<file path="src/design/mti_defines.svh">
/*
 contents: register offsets, field positions and reset values of the
 magnetic threshold interrupt unit.
 assumptions: included by bare name from every design file that needs it.
*/
`ifndef MTI_DEFINES_SVH
`define MTI_DEFINES_SVH

`define MTI_ADDR_W 8
`define MTI_DATA_W 8
`define MTI_SAMPLE_W 16
`define MTI_THR_W 15

`define MTI_OFF_X_LOW 8'h28
`define MTI_OFF_X_HIGH 8'h29
`define MTI_OFF_Y_LOW 8'h2a
`define MTI_OFF_Y_HIGH 8'h2b
`define MTI_OFF_Z_LOW 8'h2c
`define MTI_OFF_Z_HIGH 8'h2d
`define MTI_OFF_TEMP_LOW 8'h2e
`define MTI_OFF_TEMP_HIGH 8'h2f
`define MTI_OFF_IRQ_CONFIG 8'h30
`define MTI_OFF_IRQ_SOURCE 8'h31
`define MTI_OFF_THR_LOW 8'h32
`define MTI_OFF_THR_HIGH 8'h33

`define MTI_CFG_X_EN 7
`define MTI_CFG_Y_EN 6
`define MTI_CFG_Z_EN 5
`define MTI_CFG_POL 2
`define MTI_CFG_LATCH_DIS 1
`define MTI_CFG_PIN_EN 0
`define MTI_CFG_RESET 8'h08

`define MTI_SRC_POS_X 7
`define MTI_SRC_NEG_X 4
`define MTI_SRC_OVF 1
`define MTI_SRC_EVENT 0

`define MTI_THR_RESET 15'h0000
`define MTI_BYTE_RESET 8'h00

`endif

</file>
<file path="src/design/mti_pkg.sv">
/*
 contents: shared types of the magnetic threshold interrupt unit.
 assumptions: compiled before the interface and all modules.
*/
package mti_pkg;
	typedef logic signed [15:0] mti_sample_t;
	typedef logic [2:0] mti_axes_t;
	typedef struct packed {
		logic x_axis_irq_enable;
		logic y_axis_irq_enable;
		logic z_axis_irq_enable;
		logic rsvd_one_low;
		logic rsvd_one_high;
		logic pin_polarity_high;
		logic latch_disable;
		logic pin_irq_enable;
	} mti_cfg_t;
endpackage

</file>
<file path="src/design/mti_link_if.sv">
/*
 contents: carrier between the unit top, the axis comparator and the pin driver.
 assumptions: all signals on the one clk of the top module.
*/
`timescale 1ns/1ps
interface mti_link_if;
	mti_pkg::mti_sample_t x_sample;
	mti_pkg::mti_sample_t y_sample;
	mti_pkg::mti_sample_t z_sample;
	logic [14:0] magnitude_limit;
	logic sample_valid;
	mti_pkg::mti_axes_t pos_hit;
	mti_pkg::mti_axes_t neg_hit;
	logic hit_valid;
	logic pin_req;
	logic pin_evt;
	logic src_read;
	logic pin_irq_enable;
	logic pin_polarity_high;
	logic latch_disable;
	modport top_side (output x_sample, y_sample, z_sample, magnitude_limit, sample_valid,
		input pos_hit, neg_hit, hit_valid,
		output pin_req, pin_evt, src_read, pin_irq_enable, pin_polarity_high, latch_disable);
	modport cmp_side (input x_sample, y_sample, z_sample, magnitude_limit, sample_valid,
		output pos_hit, neg_hit, hit_valid);
	modport pin_side (input pin_req, pin_evt, src_read, pin_irq_enable, pin_polarity_high,
		latch_disable);
endinterface

</file>
<file path="src/design/mti_mag_threshold_irq_unit.sv">
/*
 contents: top of the magnetic threshold interrupt unit: register file,
 sample and temperature holding, source flags, pin driver and comparator.
 assumptions: the serial port logic presents one register access per cycle on
 the reg_ port, on clk; measurement results arrive as one-cycle valid pulses.
*/
`timescale 1ns/1ps
`include "mti_defines.svh"
module mti_mag_threshold_irq_unit (
	input wire logic clk,
	input wire logic reset_n,
	input wire logic [7:0] reg_addr,
	input wire logic reg_wr,
	input wire logic reg_rd,
	input wire logic [7:0] reg_wdata,
	output logic [7:0] reg_rdata,
	input wire logic mag_valid,
	input wire logic [15:0] mag_x,
	input wire logic [15:0] mag_y,
	input wire logic [15:0] mag_z,
	input wire logic mag_range_overflow,
	input wire logic temp_valid,
	input wire logic [15:0] temp_value,
	output logic magnetic_irq_pin
);
	mti_link_if lnk ();

	// configuration and limit
	mti_pkg::mti_cfg_t cfg_r;
	mti_pkg::mti_cfg_t cfg_nxt;
	logic [14:0] limit_r;
	logic [14:0] limit_nxt;

	// measurement holding
	mti_pkg::mti_sample_t x_r;
	mti_pkg::mti_sample_t x_nxt;
	mti_pkg::mti_sample_t y_r;
	mti_pkg::mti_sample_t y_nxt;
	mti_pkg::mti_sample_t z_r;
	mti_pkg::mti_sample_t z_nxt;
	logic [15:0] temp_r;
	logic [15:0] temp_nxt;
	logic ovf_pend_r;
	logic ovf_pend_nxt;

	// source flags
	mti_pkg::mti_axes_t pos_flag_r;
	mti_pkg::mti_axes_t pos_flag_nxt;
	mti_pkg::mti_axes_t neg_flag_r;
	mti_pkg::mti_axes_t neg_flag_nxt;
	logic ovf_flag_r;
	logic ovf_flag_nxt;
	logic event_r;
	logic event_nxt;

	// read path
	logic [7:0] rdata_r;
	logic [7:0] rdata_nxt;

	logic src_read;
	mti_pkg::mti_axes_t axis_en;
	mti_pkg::mti_axes_t pos_new;
	mti_pkg::mti_axes_t neg_new;
	logic ovf_new;
	logic new_event;

	function automatic logic hit_addr(input logic [7:0] a, input logic [7:0] off);
		hit_addr = (a == off);
	endfunction

	assign src_read = reg_rd && hit_addr(reg_addr, `MTI_OFF_IRQ_SOURCE);
	assign axis_en = {cfg_r.x_axis_irq_enable, cfg_r.y_axis_irq_enable,
		cfg_r.z_axis_irq_enable};

	// write side of configuration and limit
	always_comb begin
		cfg_nxt = cfg_r;
		limit_nxt = limit_r;
		if (reg_wr) begin
			if (hit_addr(reg_addr, `MTI_OFF_IRQ_CONFIG)) begin
				// reserved bits stored as written; the host keeps them at 0 and 1
				cfg_nxt = mti_pkg::mti_cfg_t'(reg_wdata);
			end
			if (hit_addr(reg_addr, `MTI_OFF_THR_LOW)) begin
				limit_nxt[7:0] = reg_wdata;
			end
			if (hit_addr(reg_addr, `MTI_OFF_THR_HIGH)) begin
				// top bit dropped; host must write it as zero
				limit_nxt[14:8] = reg_wdata[6:0];
			end
		end
	end

	always_ff @(posedge clk or negedge reset_n) begin
		if (!reset_n) begin
			cfg_r <= mti_pkg::mti_cfg_t'(`MTI_CFG_RESET);
			limit_r <= `MTI_THR_RESET;
		end else begin
			cfg_r <= cfg_nxt;
			limit_r <= limit_nxt;
		end
	end

	// measurement holding: samples, temperature, overflow of the current set
	always_comb begin
		x_nxt = x_r;
		y_nxt = y_r;
		z_nxt = z_r;
		temp_nxt = temp_r;
		ovf_pend_nxt = ovf_pend_r;
		if (mag_valid) begin
			x_nxt = mti_pkg::mti_sample_t'(mag_x);
			y_nxt = mti_pkg::mti_sample_t'(mag_y);
			z_nxt = mti_pkg::mti_sample_t'(mag_z);
			ovf_pend_nxt = mag_range_overflow;
		end
		if (temp_valid) begin
			temp_nxt = temp_value;
		end
	end

	always_ff @(posedge clk or negedge reset_n) begin
		if (!reset_n) begin
			x_r <= 16'h0000;
			y_r <= 16'h0000;
			z_r <= 16'h0000;
			temp_r <= 16'h0000;
			ovf_pend_r <= 1'b0;
		end else begin
			x_r <= x_nxt;
			y_r <= y_nxt;
			z_r <= z_nxt;
			temp_r <= temp_nxt;
			ovf_pend_r <= ovf_pend_nxt;
		end
	end

	// comparator sees the held set one cycle after capture
	logic cmp_go_r;
	always_ff @(posedge clk or negedge reset_n) begin
		if (!reset_n) begin
			cmp_go_r <= 1'b0;
		end else begin
			cmp_go_r <= mag_valid;
		end
	end

	assign lnk.x_sample = x_r;
	assign lnk.y_sample = y_r;
	assign lnk.z_sample = z_r;
	assign lnk.magnitude_limit = limit_r;
	assign lnk.sample_valid = cmp_go_r;

	mti_axis_cmp u_cmp (
		.clk(clk),
		.reset_n(reset_n),
		.lnk(lnk.cmp_side)
	);

	// new hits of this result, masked per axis
	always_comb begin
		pos_new = 3'h0;
		neg_new = 3'h0;
		ovf_new = 1'b0;
		if (lnk.hit_valid) begin
			pos_new = lnk.pos_hit & axis_en;
			neg_new = lnk.neg_hit & axis_en;
			ovf_new = ovf_pend_r && cfg_r.pin_irq_enable;
		end
		new_event = (|pos_new) || (|neg_new) || ovf_new;
	end

	// source flags: latched mode accumulates, unlatched mode tracks each result
	always_comb begin
		pos_flag_nxt = pos_flag_r;
		neg_flag_nxt = neg_flag_r;
		ovf_flag_nxt = ovf_flag_r;
		event_nxt = event_r;
		if (src_read) begin
			pos_flag_nxt = 3'h0;
			neg_flag_nxt = 3'h0;
			ovf_flag_nxt = 1'b0;
			event_nxt = 1'b0;
		end
		if (lnk.hit_valid && cfg_r.latch_disable) begin
			// a quiet result clears the flags so the pin can drop
			pos_flag_nxt = pos_new;
			neg_flag_nxt = neg_new;
			ovf_flag_nxt = ovf_new;
			event_nxt = new_event;
		end else if (lnk.hit_valid) begin
			// setting wins over a read in the same cycle
			pos_flag_nxt = pos_flag_nxt | pos_new;
			neg_flag_nxt = neg_flag_nxt | neg_new;
			ovf_flag_nxt = ovf_flag_nxt | ovf_new;
			event_nxt = event_nxt | new_event;
		end
		if (!cfg_r.pin_irq_enable) begin
			ovf_flag_nxt = 1'b0;
		end
	end

	always_ff @(posedge clk or negedge reset_n) begin
		if (!reset_n) begin
			pos_flag_r <= 3'h0;
			neg_flag_r <= 3'h0;
			ovf_flag_r <= 1'b0;
			event_r <= 1'b0;
		end else begin
			pos_flag_r <= pos_flag_nxt;
			neg_flag_r <= neg_flag_nxt;
			ovf_flag_r <= ovf_flag_nxt;
			event_r <= event_nxt;
		end
	end

	// pin driver follows the flag state; latched hold lives in the driver
	assign lnk.pin_req = event_r && cfg_r.pin_irq_enable;
	assign lnk.pin_evt = new_event && cfg_r.pin_irq_enable;
	assign lnk.src_read = src_read;
	assign lnk.pin_irq_enable = cfg_r.pin_irq_enable;
	assign lnk.pin_polarity_high = cfg_r.pin_polarity_high;
	assign lnk.latch_disable = cfg_r.latch_disable;

	mti_pin_drv u_pin (
		.clk(clk),
		.reset_n(reset_n),
		.lnk(lnk.pin_side),
		.magnetic_irq_pin(magnetic_irq_pin)
	);

	// read path; returns the pre-clear source value on a source read
	always_comb begin
		rdata_nxt = rdata_r;
		if (reg_rd) begin
			case (reg_addr)
				`MTI_OFF_X_LOW: rdata_nxt = x_r[7:0];
				`MTI_OFF_X_HIGH: rdata_nxt = x_r[15:8];
				`MTI_OFF_Y_LOW: rdata_nxt = y_r[7:0];
				`MTI_OFF_Y_HIGH: rdata_nxt = y_r[15:8];
				`MTI_OFF_Z_LOW: rdata_nxt = z_r[7:0];
				`MTI_OFF_Z_HIGH: rdata_nxt = z_r[15:8];
				`MTI_OFF_TEMP_LOW: rdata_nxt = temp_r[7:0];
				`MTI_OFF_TEMP_HIGH: rdata_nxt = temp_r[15:8];
				`MTI_OFF_IRQ_CONFIG: rdata_nxt = cfg_r;
				`MTI_OFF_IRQ_SOURCE: rdata_nxt = {pos_flag_r, neg_flag_r, ovf_flag_r, event_r};
				`MTI_OFF_THR_LOW: rdata_nxt = limit_r[7:0];
				`MTI_OFF_THR_HIGH: rdata_nxt = {1'b0, limit_r[14:8]};
				default: rdata_nxt = `MTI_BYTE_RESET;
			endcase
		end
	end

	always_ff @(posedge clk or negedge reset_n) begin
		if (!reset_n) begin
			rdata_r <= `MTI_BYTE_RESET;
		end else begin
			rdata_r <= rdata_nxt;
		end
	end

	assign reg_rdata = rdata_r;
endmodule

</file>
<file path="src/design/mti_axis_cmp.sv">
/*
 contents: per-axis signed comparison of a sample set against the magnitude limit.
 assumptions: samples and limit stable in the cycle sample_valid is high.
*/
`timescale 1ns/1ps
module mti_axis_cmp (
	input wire logic clk,
	input wire logic reset_n,
	mti_link_if.cmp_side lnk
);
	mti_pkg::mti_axes_t pos_r;
	mti_pkg::mti_axes_t pos_nxt;
	mti_pkg::mti_axes_t neg_r;
	mti_pkg::mti_axes_t neg_nxt;
	logic valid_r;
	logic valid_nxt;

	// 17-bit signed compare so the negated limit never wraps
	function automatic logic above_pos(input mti_pkg::mti_sample_t s, input logic [14:0] lim);
		above_pos = 17'($signed(s)) > $signed({2'b00, lim});
	endfunction

	function automatic logic below_neg(input mti_pkg::mti_sample_t s, input logic [14:0] lim);
		below_neg = 17'($signed(s)) < -$signed({2'b00, lim});
	endfunction

	always_comb begin
		pos_nxt = pos_r;
		neg_nxt = neg_r;
		valid_nxt = lnk.sample_valid;
		if (lnk.sample_valid) begin
			pos_nxt = {above_pos(lnk.x_sample, lnk.magnitude_limit),
				above_pos(lnk.y_sample, lnk.magnitude_limit),
				above_pos(lnk.z_sample, lnk.magnitude_limit)};
			neg_nxt = {below_neg(lnk.x_sample, lnk.magnitude_limit),
				below_neg(lnk.y_sample, lnk.magnitude_limit),
				below_neg(lnk.z_sample, lnk.magnitude_limit)};
		end
	end

	always_ff @(posedge clk or negedge reset_n) begin
		if (!reset_n) begin
			pos_r <= 3'h0;
			neg_r <= 3'h0;
			valid_r <= 1'b0;
		end else begin
			pos_r <= pos_nxt;
			neg_r <= neg_nxt;
			valid_r <= valid_nxt;
		end
	end

	assign lnk.pos_hit = pos_r;
	assign lnk.neg_hit = neg_r;
	assign lnk.hit_valid = valid_r;
endmodule

</file>
<file path="src/design/mti_pin_drv.sv">
/*
 contents: drive of the magnetic interrupt pin with polarity and latching.
 assumptions: pin_evt is a one-cycle pulse, pin_req a level, same clock.
*/
`timescale 1ns/1ps
module mti_pin_drv (
	input wire logic clk,
	input wire logic reset_n,
	mti_link_if.pin_side lnk,
	output logic magnetic_irq_pin
);
	logic asserted_r;
	logic asserted_nxt;
	logic pin_r;
	logic pin_nxt;

	always_comb begin
		asserted_nxt = asserted_r;
		if (!lnk.pin_irq_enable) begin
			asserted_nxt = 1'b0;
		end else if (lnk.latch_disable) begin
			asserted_nxt = lnk.pin_req;
		end else if (lnk.pin_evt) begin
			asserted_nxt = 1'b1; // set beats a coincident source read
		end else if (lnk.src_read) begin
			asserted_nxt = 1'b0;
		end
		pin_nxt = lnk.pin_polarity_high ? asserted_nxt : ~asserted_nxt;
	end

	always_ff @(posedge clk or negedge reset_n) begin
		if (!reset_n) begin
			asserted_r <= 1'b0;
			pin_r <= 1'b1;
		end else begin
			asserted_r <= asserted_nxt;
			pin_r <= pin_nxt;
		end
	end

	assign magnetic_irq_pin = pin_r;
endmodule

</file>
<file path="config.mk">
export PLATFORM = sky130hd
export DESIGN_NAME = mti_mag_threshold_irq_unit
export DESIGN_NICKNAME = d
export VERILOG_FILES = /design/src/design/mti_pkg.sv /design/src/design/mti_link_if.sv /design/src/design/mti_mag_threshold_irq_unit.sv /design/src/design/mti_axis_cmp.sv /design/src/design/mti_pin_drv.sv
export VERILOG_INCLUDE_DIRS = /design/src /design/src/design
export SDC_FILE = /design/constraint.sdc
export NUM_CORES = 1
export LEC_CHECK = 0
export BUFFER_PORTS_ARGS = -buffer_cell sky130_fd_sc_hd__clkbuf_2
export CAP_MARGIN = 10
export CORE_UTILIZATION = 63
export CTS_CLUSTER_SIZE = 25
export DETAILED_ROUTE_END_ITERATION = 8
export PLACE_DENSITY_LB_ADDON = 0.3
export SYNTH_ARGS = -nofsm -noshare
export SYNTH_HDL_FRONTEND = slang
export SYNTH_SLANG_ARGS = --single-unit
</file>
<file path="constraint.sdc">
create_clock -name clk -period 7.2 [get_ports clk]
set_input_delay 0.36 -clock clk [delete_from_list [all_inputs] [get_ports clk]]
set_output_delay 0.36 -clock clk [all_outputs]
set_load 0.05 [all_outputs]
</file>
---- Word level (Yosys, flattened, before mapping) ----
Index checks and enable logic that the tools add are counted.
operators by class
  magnitude comparators ................... 6
  add/sub/neg operators ................... 1
  bitwise gates (word level) .............. 7
  eq/ne operators ......................... 12
  reduce and logical (&&, ||, !) cells .... 12
  mux-type cells .......................... 22
operators with widths
  kind                                                                    count
  8-bit by 6-bit equality test with 1-bit output (second input constant)  12
  8-bit case mux with 12 select lines                                     1
  16-bit by 17-bit < comparator with 1-bit output                         3
  16-bit > comparator                                                     3
  3-bit two-way mux                                                       8
  15-bit negation with 17-bit output                                      1
  1-bit two-way mux                                                       13
  3-bit AND                                                               2
  3-bit bitwise OR                                                        2
  2-bit AND reduction                                                     3
  3-bit OR reduction                                                      2
  1-bit logical AND                                                       5
  1-bit logical OR                                                        2
  1-bit bitwise OR                                                        2
  1-bit inverter                                                          1
storage, ports and cells
  logic and storage cells ................. 86
  output and inout port bits .............. 9
  bits of input ports ..................... 87
  register bits after elaboration ......... 114

---- Logic depth before layout (Yosys ltp) ----
Gate-level depths: netlist of the first run.
  depth after elaboration ................. 11
  mapped depth ............................ 13
  gate-level depth less buffers ........... 13

---- Modules after synthesis ----
A second synthesis of the first run with hierarchy kept.
unflattened totals
  cells, all modules ...................... 686
  area, all modules ....................... 7753.7 µm²
by module, submodules not included
  module                      area an instance (µm²)  sequential area each (µm²)  cells each  instances
  mti_mag_threshold_irq_unit  4963.5                  2628.8                      372         1
  mti_axis_cmp                2688.8                  175.2                       308         1
  mti_pin_drv                 101.3                   51.3                        6           1

---- Least setup slack after synthesis of the first run ----
No wires, ideal clock.
  path kind ............................... flip-flop to flip-flop
  start ................................... reg limit_r[3]
  end ..................................... reg u_cmp.neg_r[1] (netlist: u_cmp.lnk.neg_hit[1])
  setup time .............................. 0.079 ns
  period minus slack after synthesis ...... 2.561 ns
  stages on the path, launching flop included .. 12
  data required time ...................... 7.121 ns
  arrival ................................. 2.481 ns
  buffers on the path ..................... 0
  setup slack ............................. 4.639 ns
  cell sequence ........................... dfrtp_1 -> nor4_4 -> nand3_1 -> nand2_1 -> ha_1 -> a211o_1 -> a21oi_1 -> a31oi_1 -> a211oi_1 -> nor2_1 -> a311oi_2 -> mux2i_1
on the way
  cells in the longest elaborated chain, start to end .. 2
ends and longest elaborated chain
  item                                             RTL line                           source
  from (decl)                                      mti_mag_threshold_irq_unit.sv:31   logic [14:0] limit_r;
  from (signal assigned)                           mti_mag_threshold_irq_unit.sv:97   limit_r <= `MTI_THR_RESET;
  from (signal assigned)                           mti_mag_threshold_irq_unit.sv:100  limit_r <= limit_nxt;
  15-bit negation with 17-bit output               mti_axis_cmp.sv:24                 below_neg = 17'($signed(s)) < -$signed({2'b00, lim});
  16-bit by 17-bit < comparator with 1-bit output  mti_axis_cmp.sv:24
  to (signal assigned)                             mti_axis_cmp.sv:48                 neg_r <= neg_nxt;
  to (decl)                                        mti_axis_cmp.sv:13                 mti_pkg::mti_axes_t neg_r;
Every way passes these cells.
A chain may end at the register's enable or synchronous reset.

---- Final worst setup path of the first run ----
Ends and elaborated chain as after synthesis.

==> results of run 1 <==
-- worst paths after layout --
kind / startpoint / to / slack, ns / cells after the start
hold / removal: mag_z[0] / lnk.z_sample[0] / 0.16 / 3
setup / recovery: limit_r[3] / u_cmp.lnk.neg_hit[1] / 4.15 / 11
min in group asynchronous: reset_n / temp_r[8] / 0.50 / 2
hold reg to reg: neg_flag_r[1] / neg_flag_r[1] / 0.49 / 1
max in group asynchronous: reset_n / limit_r[11] / 5.37 / 3
setup reg to reg: limit_r[3] / u_cmp.lnk.neg_hit[1] / 4.15 / 11
-- worst max-delay path: stages (launching register included) --
cell	delay, ns
sky130_fd_sc_hd__dfrtp_1	0.41
sky130_fd_sc_hd__nor4_4	0.46
sky130_fd_sc_hd__nand3_1	0.23
sky130_fd_sc_hd__nand2_1	0.18
sky130_fd_sc_hd__ha_1	0.26
sky130_fd_sc_hd__a211o_1	0.29
sky130_fd_sc_hd__a21oi_1	0.11
sky130_fd_sc_hd__a31oi_1	0.11
sky130_fd_sc_hd__a211oi_1	0.36
sky130_fd_sc_hd__nor2_1	0.10
sky130_fd_sc_hd__a311oi_2	0.23
sky130_fd_sc_hd__mux2i_1	0.21
-- cell usage in the layout (no fill, tap or decap), types with 17 or more instances in the layout --
cell                        count
sky130_fd_sc_hd__o21ai_0       44
sky130_fd_sc_hd__mux2_2        78
sky130_fd_sc_hd__nor2b_1       17
sky130_fd_sc_hd__nand2_1       39
sky130_fd_sc_hd__clkbuf_16     17
sky130_fd_sc_hd__ha_1          88
sky130_fd_sc_hd__inv_1         26
sky130_fd_sc_hd__nor2_1        26
sky130_fd_sc_hd__clkbuf_2      94
sky130_fd_sc_hd__a21oi_1       31
sky130_fd_sc_hd__nand3_1       19
sky130_fd_sc_hd__dfrtp_1      112
-- registers in the layout, indices dropped and copies added (netlist names), 8 cells and up --
register / count
temp_r: 16
reg_rdata: 8
lnk.y_sample: 16
lnk.x_sample: 16
lnk.z_sample: 16
limit_r: 15
-- layer usage --
| metal | share of wire (%) | global-route usage (%) | vias up |
|---|---|---|---|
| li1 | - | - | 2794 |
| met1 | 42 | 49.2 | 3066 |
| met2 | 48 | 60.7 | 293 |
| met3 | 6.8 | 5.71 | 69 |
| met4 | 4.0 | 18.6 | 0 |
| met5 | 0 | 0 | - |
-- through the flow --
stage	total power [W]	cell area [µm²]	util [%]	hold slack (ns)	worst slack (ns)
after global placement	0.00112	7980	69.6	0.376	4.27
after detailed placement	0.00114	7980	69.6	0.401	4.15
after CTS	0.00197	8570	74.7	0.151	4.15
final	0.00197	8570	74.7	0.156	4.15
after floorplan	0.000994	7420	-	0.0644	4.64
after global routing	0.00204	8570	74.7	0.161	3.88
-- power by group through the flow --
stage	logic (W)	clock network [W]	registers, W
after floorplan	0.000224	0	0.000770
after global placement	0.000322	0	0.000798
after detailed placement	0.000338	0	0.000800
after CTS	0.000342	0.000835	0.000790
after global routing	0.000384	0.000857	0.000798
final	0.000345	0.000829	0.000794
-- cells by family after synthesis --
family                     Yosys count  share of synthesized area, %
AOI/OAI and AO/OA                  171                          15.5
xor gates and xnor gates            18                          2.33
adders and majority gates           91                          15.3
buffers and inverters               54                          2.88
DFF                                114                          38.5
muxes                               89                          14.5
and+or+nand+nor                    152                          11.0
-- cell type report --
class	count	area, µm²	share of cell area [%]
clock inverters	14	140	1.64
inverters	26	97.6	1.14
repair buffers	98	503	5.87
flip-flops and latches	114	2860	33.3
clock buffers	18	439	5.13
well taps	143	179	2.09
multi-input cells	521	4350	50.8
==> impl_results.rst, run 1 <==
.. list-table::
   :header-rows: 1

   * - Metric
     - Value
   * - Post-synthesis cell area
     - 7420 µm²
   * - Relative slew margins
     - 22.7%
   * - Most area-hungry cell type in the Yosys netlist
     - sky130_fd_sc_hd__dfrtp_1
   * - Total number of vias
     - 6222
   * - Vias per std cell
     - 6.66
   * - Total core area
     - 11500 µm²
   * - Relative contribution of combinational cells to total power
     - 17.5%
   * - CTS Hold Bufs
     - 1
   * - Nets
     - 953
   * - Number of setup buffers added after CTS
     - 0
   * - Number of cells in the finished layout apart from fillers
     - 934
   * - # DRC
     - 0
   * - Measured slew at the worst slew-check pin
     - 1.16 ns
   * - NetSw
     - 0.000607 W
   * - Fraction of synthesis flops using an asynchronous set or reset pin
     - 100%
   * - Filler cell count
     - 789
   * - Number of cell rows
     - 39
   * - Ant. Diodes
     - 0
   * - Average detailed-routed wire length per instance
     - 23.5 µm
   * - Number of unique standard cell types used by synthesis
     - 64
   * - Int Pwr
     - 0.00136 W
   * - Post-detail-place hpwl
     - 16500 µm
   * - Proportion of power drawn by the clock network
     - 42.1%
   * - Number of cells after detailed placement
     - 901
   * - Hold Crit Class
     - primary input to flop
   * - Clock sinks
     - 114
   * - Kind of critical path
     - flop to flop
   * - Final Setup Violations
     - 0
   * - Dominant cells by area after synthesis
     - sky130_fd_sc_hd__dfrtp_1 (38%), sky130_fd_sc_hd__ha_1 (15%), sky130_fd_sc_hd__mux2_2 (12%)
   * - Die W
     - 111 µm
   * - Peak supply drop
     - 0.264 mV
   * - Die boundary height
     - 111 µm
   * - Total die area
     - 12200 µm²
   * - Cts repair resizes
     - 0
   * - Setup total negative slack
     - 0 ns
   * - Residual overflow from global routing
     - 0
   * - Ranking of synthesized cells by instance count
     - sky130_fd_sc_hd__dfrtp_1 (112), sky130_fd_sc_hd__ha_1 (88), sky130_fd_sc_hd__mux2_2 (78), sky130_fd_sc_hd__o21ai_0 (44), sky130_fd_sc_hd__nand2_1 (39)
   * - Detailed Route WL
     - 22000 µm
   * - Layout cell share with drive strength beyond 1
     - 28.7%
   * - First-pass GRT wire length
     - 34700 µm
   * - Biggest fanout along the worst timing path
     - 7
   * - Cell leakage power
     - 3.91 nW
   * - CTS tree
     - built
   * - Synth top area share
     - 37.8%
   * - Synthesis Warnings
     - 0
   * - Most frequently used cell type in the post-synthesis netlist
     - sky130_fd_sc_hd__dfrtp_1
   * - Largest net degree at the start of global routing
     - 70
   * - Mapped Avg Cell Area
     - 10.8 µm²
   * - Clock edge transition at the registers on the reported setup and hold paths
     - 0.06 ns
   * - Max H-tree Level
     - 4
   * - Cell at the root of the clock tree
     - sky130_fd_sc_hd__clkbuf_16
   * - Max-cap violations
     - 0
   * - Synthesized netlist cell count
     - 689
   * - Number of pins exceeding their max-slew limit in the final report
     - 0
   * - Result of the run
     - finished, final reports clean
   * - Final worst path period need
     - 3.05 ns
   * - Unrepaired setup endpoints after global routing
     - false
   * - Clock Path Buffers
     - 2
   * - Final Hold Viols
     - 0
   * - Port Buf Inserts
     - 95
   * - Top Ports
     - 96
   * - Startpoint type of the worst setup path
     - flop
   * - Required arrival time at the worst endpoint
     - 7.56 ns
   * - Initial antenna violation count
     - 0
   * - Number of antenna-violating nets in the routed design
     - 0
   * - Gp weighted congestion
     - 0.977
   * - Area added between synthesis and finish
     - 15.4%
   * - P per Cell Area
     - 230 nW/µm²
   * - Crit path arrival time
     - 3.41 ns
   * - FMAX
     - 327 MHz
   * - Worst setup EP type
     - flop
   * - Number of enable-type register cells in the synthesized netlist
     - 0
   * - Number of buffers created by CTS
     - 17
   * - Drt initial violations
     - 534
   * - Global routing usage summed across all routing layers
     - 37.5%
   * - Share of synthesized area occupied by flip-flops and latches
     - 38.5%
   * - Vias in the first global route
     - 6346
   * - Dominant synthesized flop cell
     - sky130_fd_sc_hd__dfrtp_1
   * - Portion of the clock cycle consumed by the worst path in the final layout
     - 42.4%
   * - Skew-Pair Late Insertion Delay
     - 0.43 ns
   * - Layout Skew
     - 0.00850 ns
   * - Sequential Power Share
     - 40.3%
   * - Switching part of the total
     - 30.9%
   * - Synthesis-stage register bit count
     - 114
   * - Net Count, Synth
     - 864
   * - Number of search-and-repair iterations in the first detailed-routing pass
     - 6
   * - Starting density of the core
     - 64.7%
Note: power is estimated with default switching activity, not from simulation.
==> run 2, diff against run 1 <==
CORE_UTILIZATION = 59   (was 63)
clock period = 2.88 ns   (was 7.2 ns; I/O delays follow)
==> impl_results.rst, run 2 (same netlist as run 1, synthesis figures left out) <==
.. list-table::
   :header-rows: 1

   * - Metric
     - Value
   * - Final Setup Violations
     - 0
   * - Die W
     - 114 µm
   * - Worst min-delay path startpoint
     - reg_rd
   * - Layout Skew
     - 0.00936 ns
   * - Max H-tree Level
     - 4
   * - Launching element of the worst setup path
     - limit_r[2]
   * - Average detailed-routed wire length per instance
     - 22.7 µm
   * - Number of buffers created by CTS
     - 17
   * - Clock Path Buffers
     - 2
   * - Post-detail-place hpwl
     - 16600 µm
   * - Total number of vias
     - 6770
   * - Top sig layer
     - met4
   * - First-pass GRT wire length
     - 36700 µm
   * - Filler cell count
     - 739
   * - Number of cells in the finished layout apart from fillers
     - 1056
   * - Hold Crit Class
     - primary input to flop
   * - FMAX
     - 360 MHz
   * - Clock sinks
     - 114
   * - Vias in the first global route
     - 6804
   * - Number of antenna-violating nets in the routed design
     - 0
   * - Met2 Wirelength
     - 11600 µm
   * - Drt initial violations
     - 637
   * - Cell leakage power
     - 4.34 nW
   * - Largest net degree at the start of global routing
     - 66
   * - Crit path arrival time
     - 3.12 ns
   * - Hold slack
     - 0.129 ns
   * - Biggest fanout along the worst timing path
     - 5
   * - Top Ports
     - 96
   * - Total die area
     - 13000 µm²
   * - Detailed Route WL
     - 24000 µm
   * - Worst setup EP type
     - flop
   * - Area after detailed placement
     - 8200 µm²
   * - Final Hold Viols
     - 0
   * - Cell area after layout
     - 9580 µm²
   * - Skew-Pair Late Insertion Delay
     - 0.43 ns
   * - Sequential standard cell area
     - 2860 µm²
   * - Sum of met3 wire segment lengths after detailed routing
     - 2010 µm
   * - Gp weighted congestion
     - 0.939
   * - Measured slew at the worst slew-check pin
     - 0.702 ns
   * - Utilization of the core after routing
     - 78.8%
   * - Vias per std cell
     - 6.41
   * - Starting density of the core
     - 61.0%
   * - Die boundary height
     - 114 µm
   * - Number of cells after detailed placement
     - 950
   * - Port Buf Inserts
     - 95
   * - Initial antenna violation count
     - 0
   * - Endpoint of the worst-slack reg-to-reg timing path
     - u_cmp.lnk.neg_hit[2]
   * - # DRC
     - 0
   * - P per Cell Area
     - 517 nW/µm²
   * - Worst R2R Start
     - limit_r[2]
   * - Minimum setup slack among reg-to-reg paths
     - 0.10 ns
   * - DRT met1 WL
     - 9210 µm
   * - Number of cells on the worst hold path
     - 2
   * - Residual overflow from global routing
     - 0
   * - Peak supply drop
     - 0.507 mV
   * - Global routing usage summed across all routing layers
     - 38.4%
   * - Clock edge transition at the registers on the reported setup and hold paths
     - 0.06 ns
   * - Startpoint type of the worst setup path
     - flop
   * - Leading cell type in the layout, fill and taps excluded
     - sky130_fd_sc_hd__dfrtp_1
   * - Number of pins exceeding their max-slew limit in the final report
     - 0
   * - Most used cells in the layout excluding fill and tap cells
     - sky130_fd_sc_hd__dfrtp_1 (111), sky130_fd_sc_hd__clkbuf_2 (94), sky130_fd_sc_hd__ha_1 (87)
   * - Area added between synthesis and finish
     - 29.1%
   * - Cell at the root of the clock tree
     - sky130_fd_sc_hd__clkbuf_16
   * - R2R cell count
     - 12
   * - Relative slew margins
     - 53.2%
   * - Portion of the clock cycle consumed by the worst path in the final layout
     - 96.5%
   * - Max-cap violations
     - 0
   * - Hold endpoint
     - reg_rdata[0]
   * - Kind of critical path
     - flop to flop
   * - Total core area
     - 12200 µm²
   * - CTS tree
     - built
   * - Result of the run
     - finished, final reports clean
   * - Setup total negative slack
     - 0 ns
   * - Nets
     - 1051
   * - Final worst path period need
     - 2.78 ns
   * - Layout cell share with drive strength beyond 1
     - 29.6%
   * - Required arrival time at the worst endpoint
     - 3.23 ns
   * - Area used by multi-input combinational logic
     - 4450 µm²
   * - Ant. Diodes
     - 0
   * - Number of cell rows
     - 40
   * - Number of search-and-repair iterations in the first detailed-routing pass
     - 6
==> run 2: cell count changes in the layout (fill, tap and decap cells not counted), moves of 3 or more <==
cell / before / now
sky130_fd_sc_hd__buf_4: 3 / 27
sky130_fd_sc_hd__clkinv_2: 1 / 6
sky130_fd_sc_hd__dlygate4sd3_1: 1 / 74
sky130_fd_sc_hd__inv_6: 8 / 0
sky130_fd_sc_hd__xnor2_1: 13 / 10
sky130_fd_sc_hd__xnor2_2: 2 / 5
==> run 2: how the worst max path moves through the flow <==
stage,to,slack (ns),cells after the start
3_3_place_gp,u_cmp.lnk.neg_hit[2],0.17,11
2_1_floorplan,u_cmp.lnk.neg_hit[1],0.32,11
3_5_place_dp,u_cmp.lnk.neg_hit[1],0.05,12
5_1_grt,u_cmp.lnk.neg_hit[0],-0.05,12
4_1_cts,u_cmp.lnk.neg_hit[2],0.02,11
6_report,u_cmp.lnk.neg_hit[2],0.10,12
==> run 2: final cells by class <==
type,instances,area share (%)
multi-input combinational,521,46.4
clock inverter,11,0.940
clock buffer,20,4.66
timing repair buffer,196,15.0
sequential,114,29.8
tap,168,2.19
inverter,26,1.02
==> run 2: routing by layer <==
layer  up-vias  GRT usage (%)
li1       2991              -
met1      3294           46.8
met2       386           62.7
met3        99           9.79
met4         0           20.6
met5         -              0
==> run 2: metrics by stage <==
step	setup slack [ns]	total power, W
2_1_floorplan	0.319	0.00249
3_3_place_gp	0.169	0.00283
3_5_place_dp	0.0510	0.00288
4_1_cts	0.0198	0.00489
5_1_grt	-0.0463	0.00513
6_report	0.102	0.00495
==> run 2: critical path, cell delays in order, from the launching register on <==
cell and delay, ns:
sky130_fd_sc_hd__dfrtp_2 0.45, sky130_fd_sc_hd__nor4_4 0.33, sky130_fd_sc_hd__buf_4 0.20, sky130_fd_sc_hd__nand2_1 0.11
sky130_fd_sc_hd__nor4_1 0.31, sky130_fd_sc_hd__buf_4 0.21, sky130_fd_sc_hd__ha_1 0.24, sky130_fd_sc_hd__nor2b_1 0.14
sky130_fd_sc_hd__o21ai_0 0.14, sky130_fd_sc_hd__nand2b_1 0.08, sky130_fd_sc_hd__a41oi_2 0.19, sky130_fd_sc_hd__o311ai_1 0.14
sky130_fd_sc_hd__a21oi_1 0.16
==> run 2: what timing repair did <==
item,CTS,global route
setup buffers,0,1
hold buffers,74,0
hold endpoints to repair,132,0
setup endpoints to repair,0,3
resized for setup,0,18
==> run 2: where the power goes <==
part | internal [W] | switching [W] | total (W)
Clock | 0.00119 | 0.000762 | 0.00195
Combinational | 0.000501 | 0.000501 | 0.00100
Sequential | 0.00176 | 0.000233 | 0.00200
Total | 0.00345 | 0.00150 | 0.00495
==> run 3, diff against run 2 <==
SYNTH_HIERARCHICAL = 1   (was default)
==> impl_results.rst, run 3 <==
.. list-table::
   :header-rows: 1

   * - Metric
     - Value
   * - Post-detail-place hpwl
     - 18200 µm
   * - Residual overflow from global routing
     - 0
   * - Vias per std cell
     - 6.53
   * - Worst R2R Start
     - limit_r[4]
   * - Starting density of the core
     - 60.9%
   * - First-pass GRT wire length
     - 39500 µm
   * - FMAX
     - 337 MHz
   * - Top sig layer
     - met4
   * - Top Ports
     - 96
   * - Unrepaired setup endpoints after global routing
     - true
   * - Die W
     - 117 µm
   * - Skew-Pair Late Insertion Delay
     - 0.43 ns
   * - Hold endpoint
     - axis_en[1]
   * - Area used by multi-input combinational logic
     - 4800 µm²
   * - Dominant cells by area after synthesis
     - sky130_fd_sc_hd__dfrtp_1 (36%), sky130_fd_sc_hd__ha_1 (14%), sky130_fd_sc_hd__mux2_2 (14%)
   * - Measured slew at the worst slew-check pin
     - 0.724 ns
   * - CTS tree
     - built
   * - Layout cell share with drive strength beyond 1
     - 34.3%
   * - Number of buffers created by CTS
     - 17
   * - Post-synthesis cell area
     - 7750 µm²
   * - Number of search-and-repair iterations in the first detailed-routing pass
     - 5
   * - Sequential standard cell area
     - 2860 µm²
   * - Worst min-delay path startpoint
     - reg_wdata[6]
   * - Fraction of synthesis flops using an asynchronous set or reset pin
     - 100%
   * - Final Setup Violations
     - 2
   * - Biggest fanout along the worst timing path
     - 4
   * - Sum of met3 wire segment lengths after detailed routing
     - 2010 µm
   * - R2R cell count
     - 12
   * - Clock Path Buffers
     - 2
   * - Dominant synthesized flop cell
     - sky130_fd_sc_hd__dfrtp_1
   * - Portion of the clock cycle consumed by the worst path in the final layout
     - 103%
   * - Ranking of synthesized cells by instance count
     - sky130_fd_sc_hd__dfrtp_1 (112), sky130_fd_sc_hd__mux2_2 (93), sky130_fd_sc_hd__ha_1 (88), sky130_fd_sc_hd__inv_1 (30), sky130_fd_sc_hd__a21oi_1 (26)
   * - Ant. Diodes
     - 0
   * - Net Count, Synth
     - 861
   * - Average detailed-routed wire length per instance
     - 24.5 µm
   * - Largest net degree at the start of global routing
     - 55
   * - Most frequently used cell type in the post-synthesis netlist
     - sky130_fd_sc_hd__dfrtp_1
   * - Peak supply drop
     - 0.643 mV
   * - Max H-tree Level
     - 4
   * - Area added between synthesis and finish
     - 29.4%
   * - Number of cell rows
     - 41
   * - Cell leakage power
     - 4.55 nW
   * - Nets
     - 1052
   * - Required arrival time at the worst endpoint
     - 3.17 ns
   * - Cell at the root of the clock tree
     - sky130_fd_sc_hd__clkbuf_16
   * - Final Hold Viols
     - 0
   * - Number of unique standard cell types used by synthesis
     - 76
   * - Synthesized netlist cell count
     - 686
   * - Endpoint of the worst-slack reg-to-reg timing path
     - u_cmp/lnk.neg_hit[1]
   * - Number of pins exceeding their max-slew limit in the final report
     - 0
   * - Minimum setup slack among reg-to-reg paths
     - -0.09 ns
   * - Most area-hungry cell type in the Yosys netlist
     - sky130_fd_sc_hd__dfrtp_1
   * - Result of the run
     - complete, but fails checks
   * - Mapped Avg Cell Area
     - 11.3 µm²
   * - Slack of the critical path
     - -0.0895 ns
   * - Hold Crit Class
     - primary input to flop
   * - Number of cells after detailed placement
     - 959
   * - P per Cell Area
     - 604 nW/µm²
   * - Gp weighted congestion
     - 0.954
   * - Synthesis Warnings
     - 6
   * - Drt initial violations
     - 795
   * - Synthesis-stage register bit count
     - 114
   * - Launching element of the worst setup path
     - limit_r[4]
   * - Initial antenna violation count
     - 1
   * - Most used cells in the layout excluding fill and tap cells
     - sky130_fd_sc_hd__dfrtp_1 (111), sky130_fd_sc_hd__clkbuf_2 (94), sky130_fd_sc_hd__mux2_2 (93)
   * - Port Buf Inserts
     - 95
   * - Number of cells in the finished layout apart from fillers
     - 1062
   * - Total number of vias
     - 6937
   * - DRT met1 WL
     - 10400 µm
   * - Relative slew margins
     - 51.7%
   * - Layout Skew
     - 0.0103 ns
   * - Total die area
     - 13600 µm²
   * - Leading cell type in the layout, fill and taps excluded
     - sky130_fd_sc_hd__dfrtp_1
   * - Clock edge transition at the registers on the reported setup and hold paths
     - 0.06 ns
   * - Max-cap violations
     - 0
   * - Crit path arrival time
     - 3.26 ns
   * - Post-place setup slack
     - -0.128 ns
   * - Number of enable-type register cells in the synthesized netlist
     - 0
   * - Startpoint type of the worst setup path
     - flop
   * - Filler cell count
     - 800
   * - Vias in the first global route
     - 7248
   * - Share of synthesized area occupied by flip-flops and latches
     - 36.8%
   * - Clock sinks
     - 114
   * - Final worst path period need
     - 2.97 ns
   * - Kind of critical path
     - flop to flop
   * - Total core area
     - 12700 µm²
   * - Global routing usage summed across all routing layers
     - 40.5%
   * - Die boundary height
     - 117 µm
   * - Worst setup EP type
     - flop
   * - Violated checks
     - negative setup slack
   * - Met2 Wirelength
     - 12200 µm
   * - Number of cells on the worst hold path
     - 2
   * - # DRC
     - 0
   * - Number of antenna-violating nets in the routed design
     - 0
   * - Detailed Route WL
     - 26000 µm
   * - Synth top area share
     - 36.1%
==> run 3: changes by cell type in the layout (fill, tap and decap cells not counted), moves of 8 or more <==
cell                      change
sky130_fd_sc_hd__buf_4        +9
sky130_fd_sc_hd__mux2_2      +15
sky130_fd_sc_hd__and4_1       -8
sky130_fd_sc_hd__mux2i_1      +9
sky130_fd_sc_hd__nor2_1      -11
sky130_fd_sc_hd__o21ai_0     -22
sky130_fd_sc_hd__nand2_1     -15
==> run 3: worst max-delay path, cell delays in order, from the launching register on <==
cell and delay (ns):
sky130_fd_sc_hd__dfrtp_1 0.41, sky130_fd_sc_hd__nor4_4 0.34, sky130_fd_sc_hd__and2_2 0.22, sky130_fd_sc_hd__nand3_1 0.09, sky130_fd_sc_hd__nor3_1 0.28, sky130_fd_sc_hd__buf_4 0.19, sky130_fd_sc_hd__ha_1 0.23, sky130_fd_sc_hd__and4_4 0.29
sky130_fd_sc_hd__nand3_1 0.10, sky130_fd_sc_hd__mux2i_2 0.26, sky130_fd_sc_hd__a22oi_1 0.15, sky130_fd_sc_hd__nand4_1 0.15, sky130_fd_sc_hd__o311ai_2 0.12
==> run 3: worst max path at each step <==
stage,to,slack [ns],cells past startpoint
final,u_cmp/lnk.neg_hit[1],-0.09,12
after global routing,u_cmp/lnk.neg_hit[1],-0.18,12
after CTS,u_cmp/lnk.neg_hit[1],0.001,13
after detailed placement,u_cmp/lnk.neg_hit[1],-0.13,12
after global placement,u_cmp/lnk.neg_hit[1],-0.05,13
after floorplan,u_cmp/lnk.neg_hit[0],0.08,9
==> run 3: power by group <==
part	total, W	internal, W	leakage (nW)	switching [W]
Clock	0.00220	0.00137	0.298	0.000832
Sequential	0.00203	0.00177	1.41	0.000258
Combinational	0.00182	0.000886	2.84	0.000938
==> run 3: cell families after synthesis <==
kind of cell,synth area share (%)
AND/OR/NAND/NOR,11.9
XOR/XNOR,2.36
adder cells (fa/ha/maj),14.7
AO/OA/AOI/OAI,13.8
flip-flops,36.8
multiplexers,17.2
buffers and inverters,3.20
==> run 3: cell type report <==
cell class	count	area share, %
clock buffer	17	4.24
clock inverter	15	1.78
inverter	30	1.12
multi-input combinational	515	47.9
sequential	114	28.5
tap	172	2.15
timing repair buffer	199	14.4
==> run 3: timing repair <==
action                                  4_1_cts  5_1_grt
endpoints found under the setup margin        2        3
hold buffers                                 68        0
endpoints found under the hold margin       121        0
resized for setup                            20       13
pin swaps                                     3        9
buffers inserted                              1        2
==> run 3: metrics by stage <==
stage | TNS (ns) | area [µm²] | hold slack (ns) | util (%) | power, W
finish | -0.125 | 10000 | 0.0125 | 78.8 | 0.00605
global route | -0.410 | 10000 | 0.0126 | 78.8 | 0.00629
CTS | 0 | 9950 | 0.00991 | 78.2 | 0.00587
detailed placement | -0.128 | 8570 | 0.234 | 67.4 | 0.00354
global placement | -0.0536 | 8570 | 0.216 | 67.4 | 0.00346
floorplan | 0 | 7750 | -0.152 | - | 0.00295
==> run 3: metal layers <==
layer	vias to the layer above	global-route usage [%]
met4	0	22.7
li1	3008	-
met2	412	66.8
met1	3397	47.9
met5	-	0
met3	120	10.8
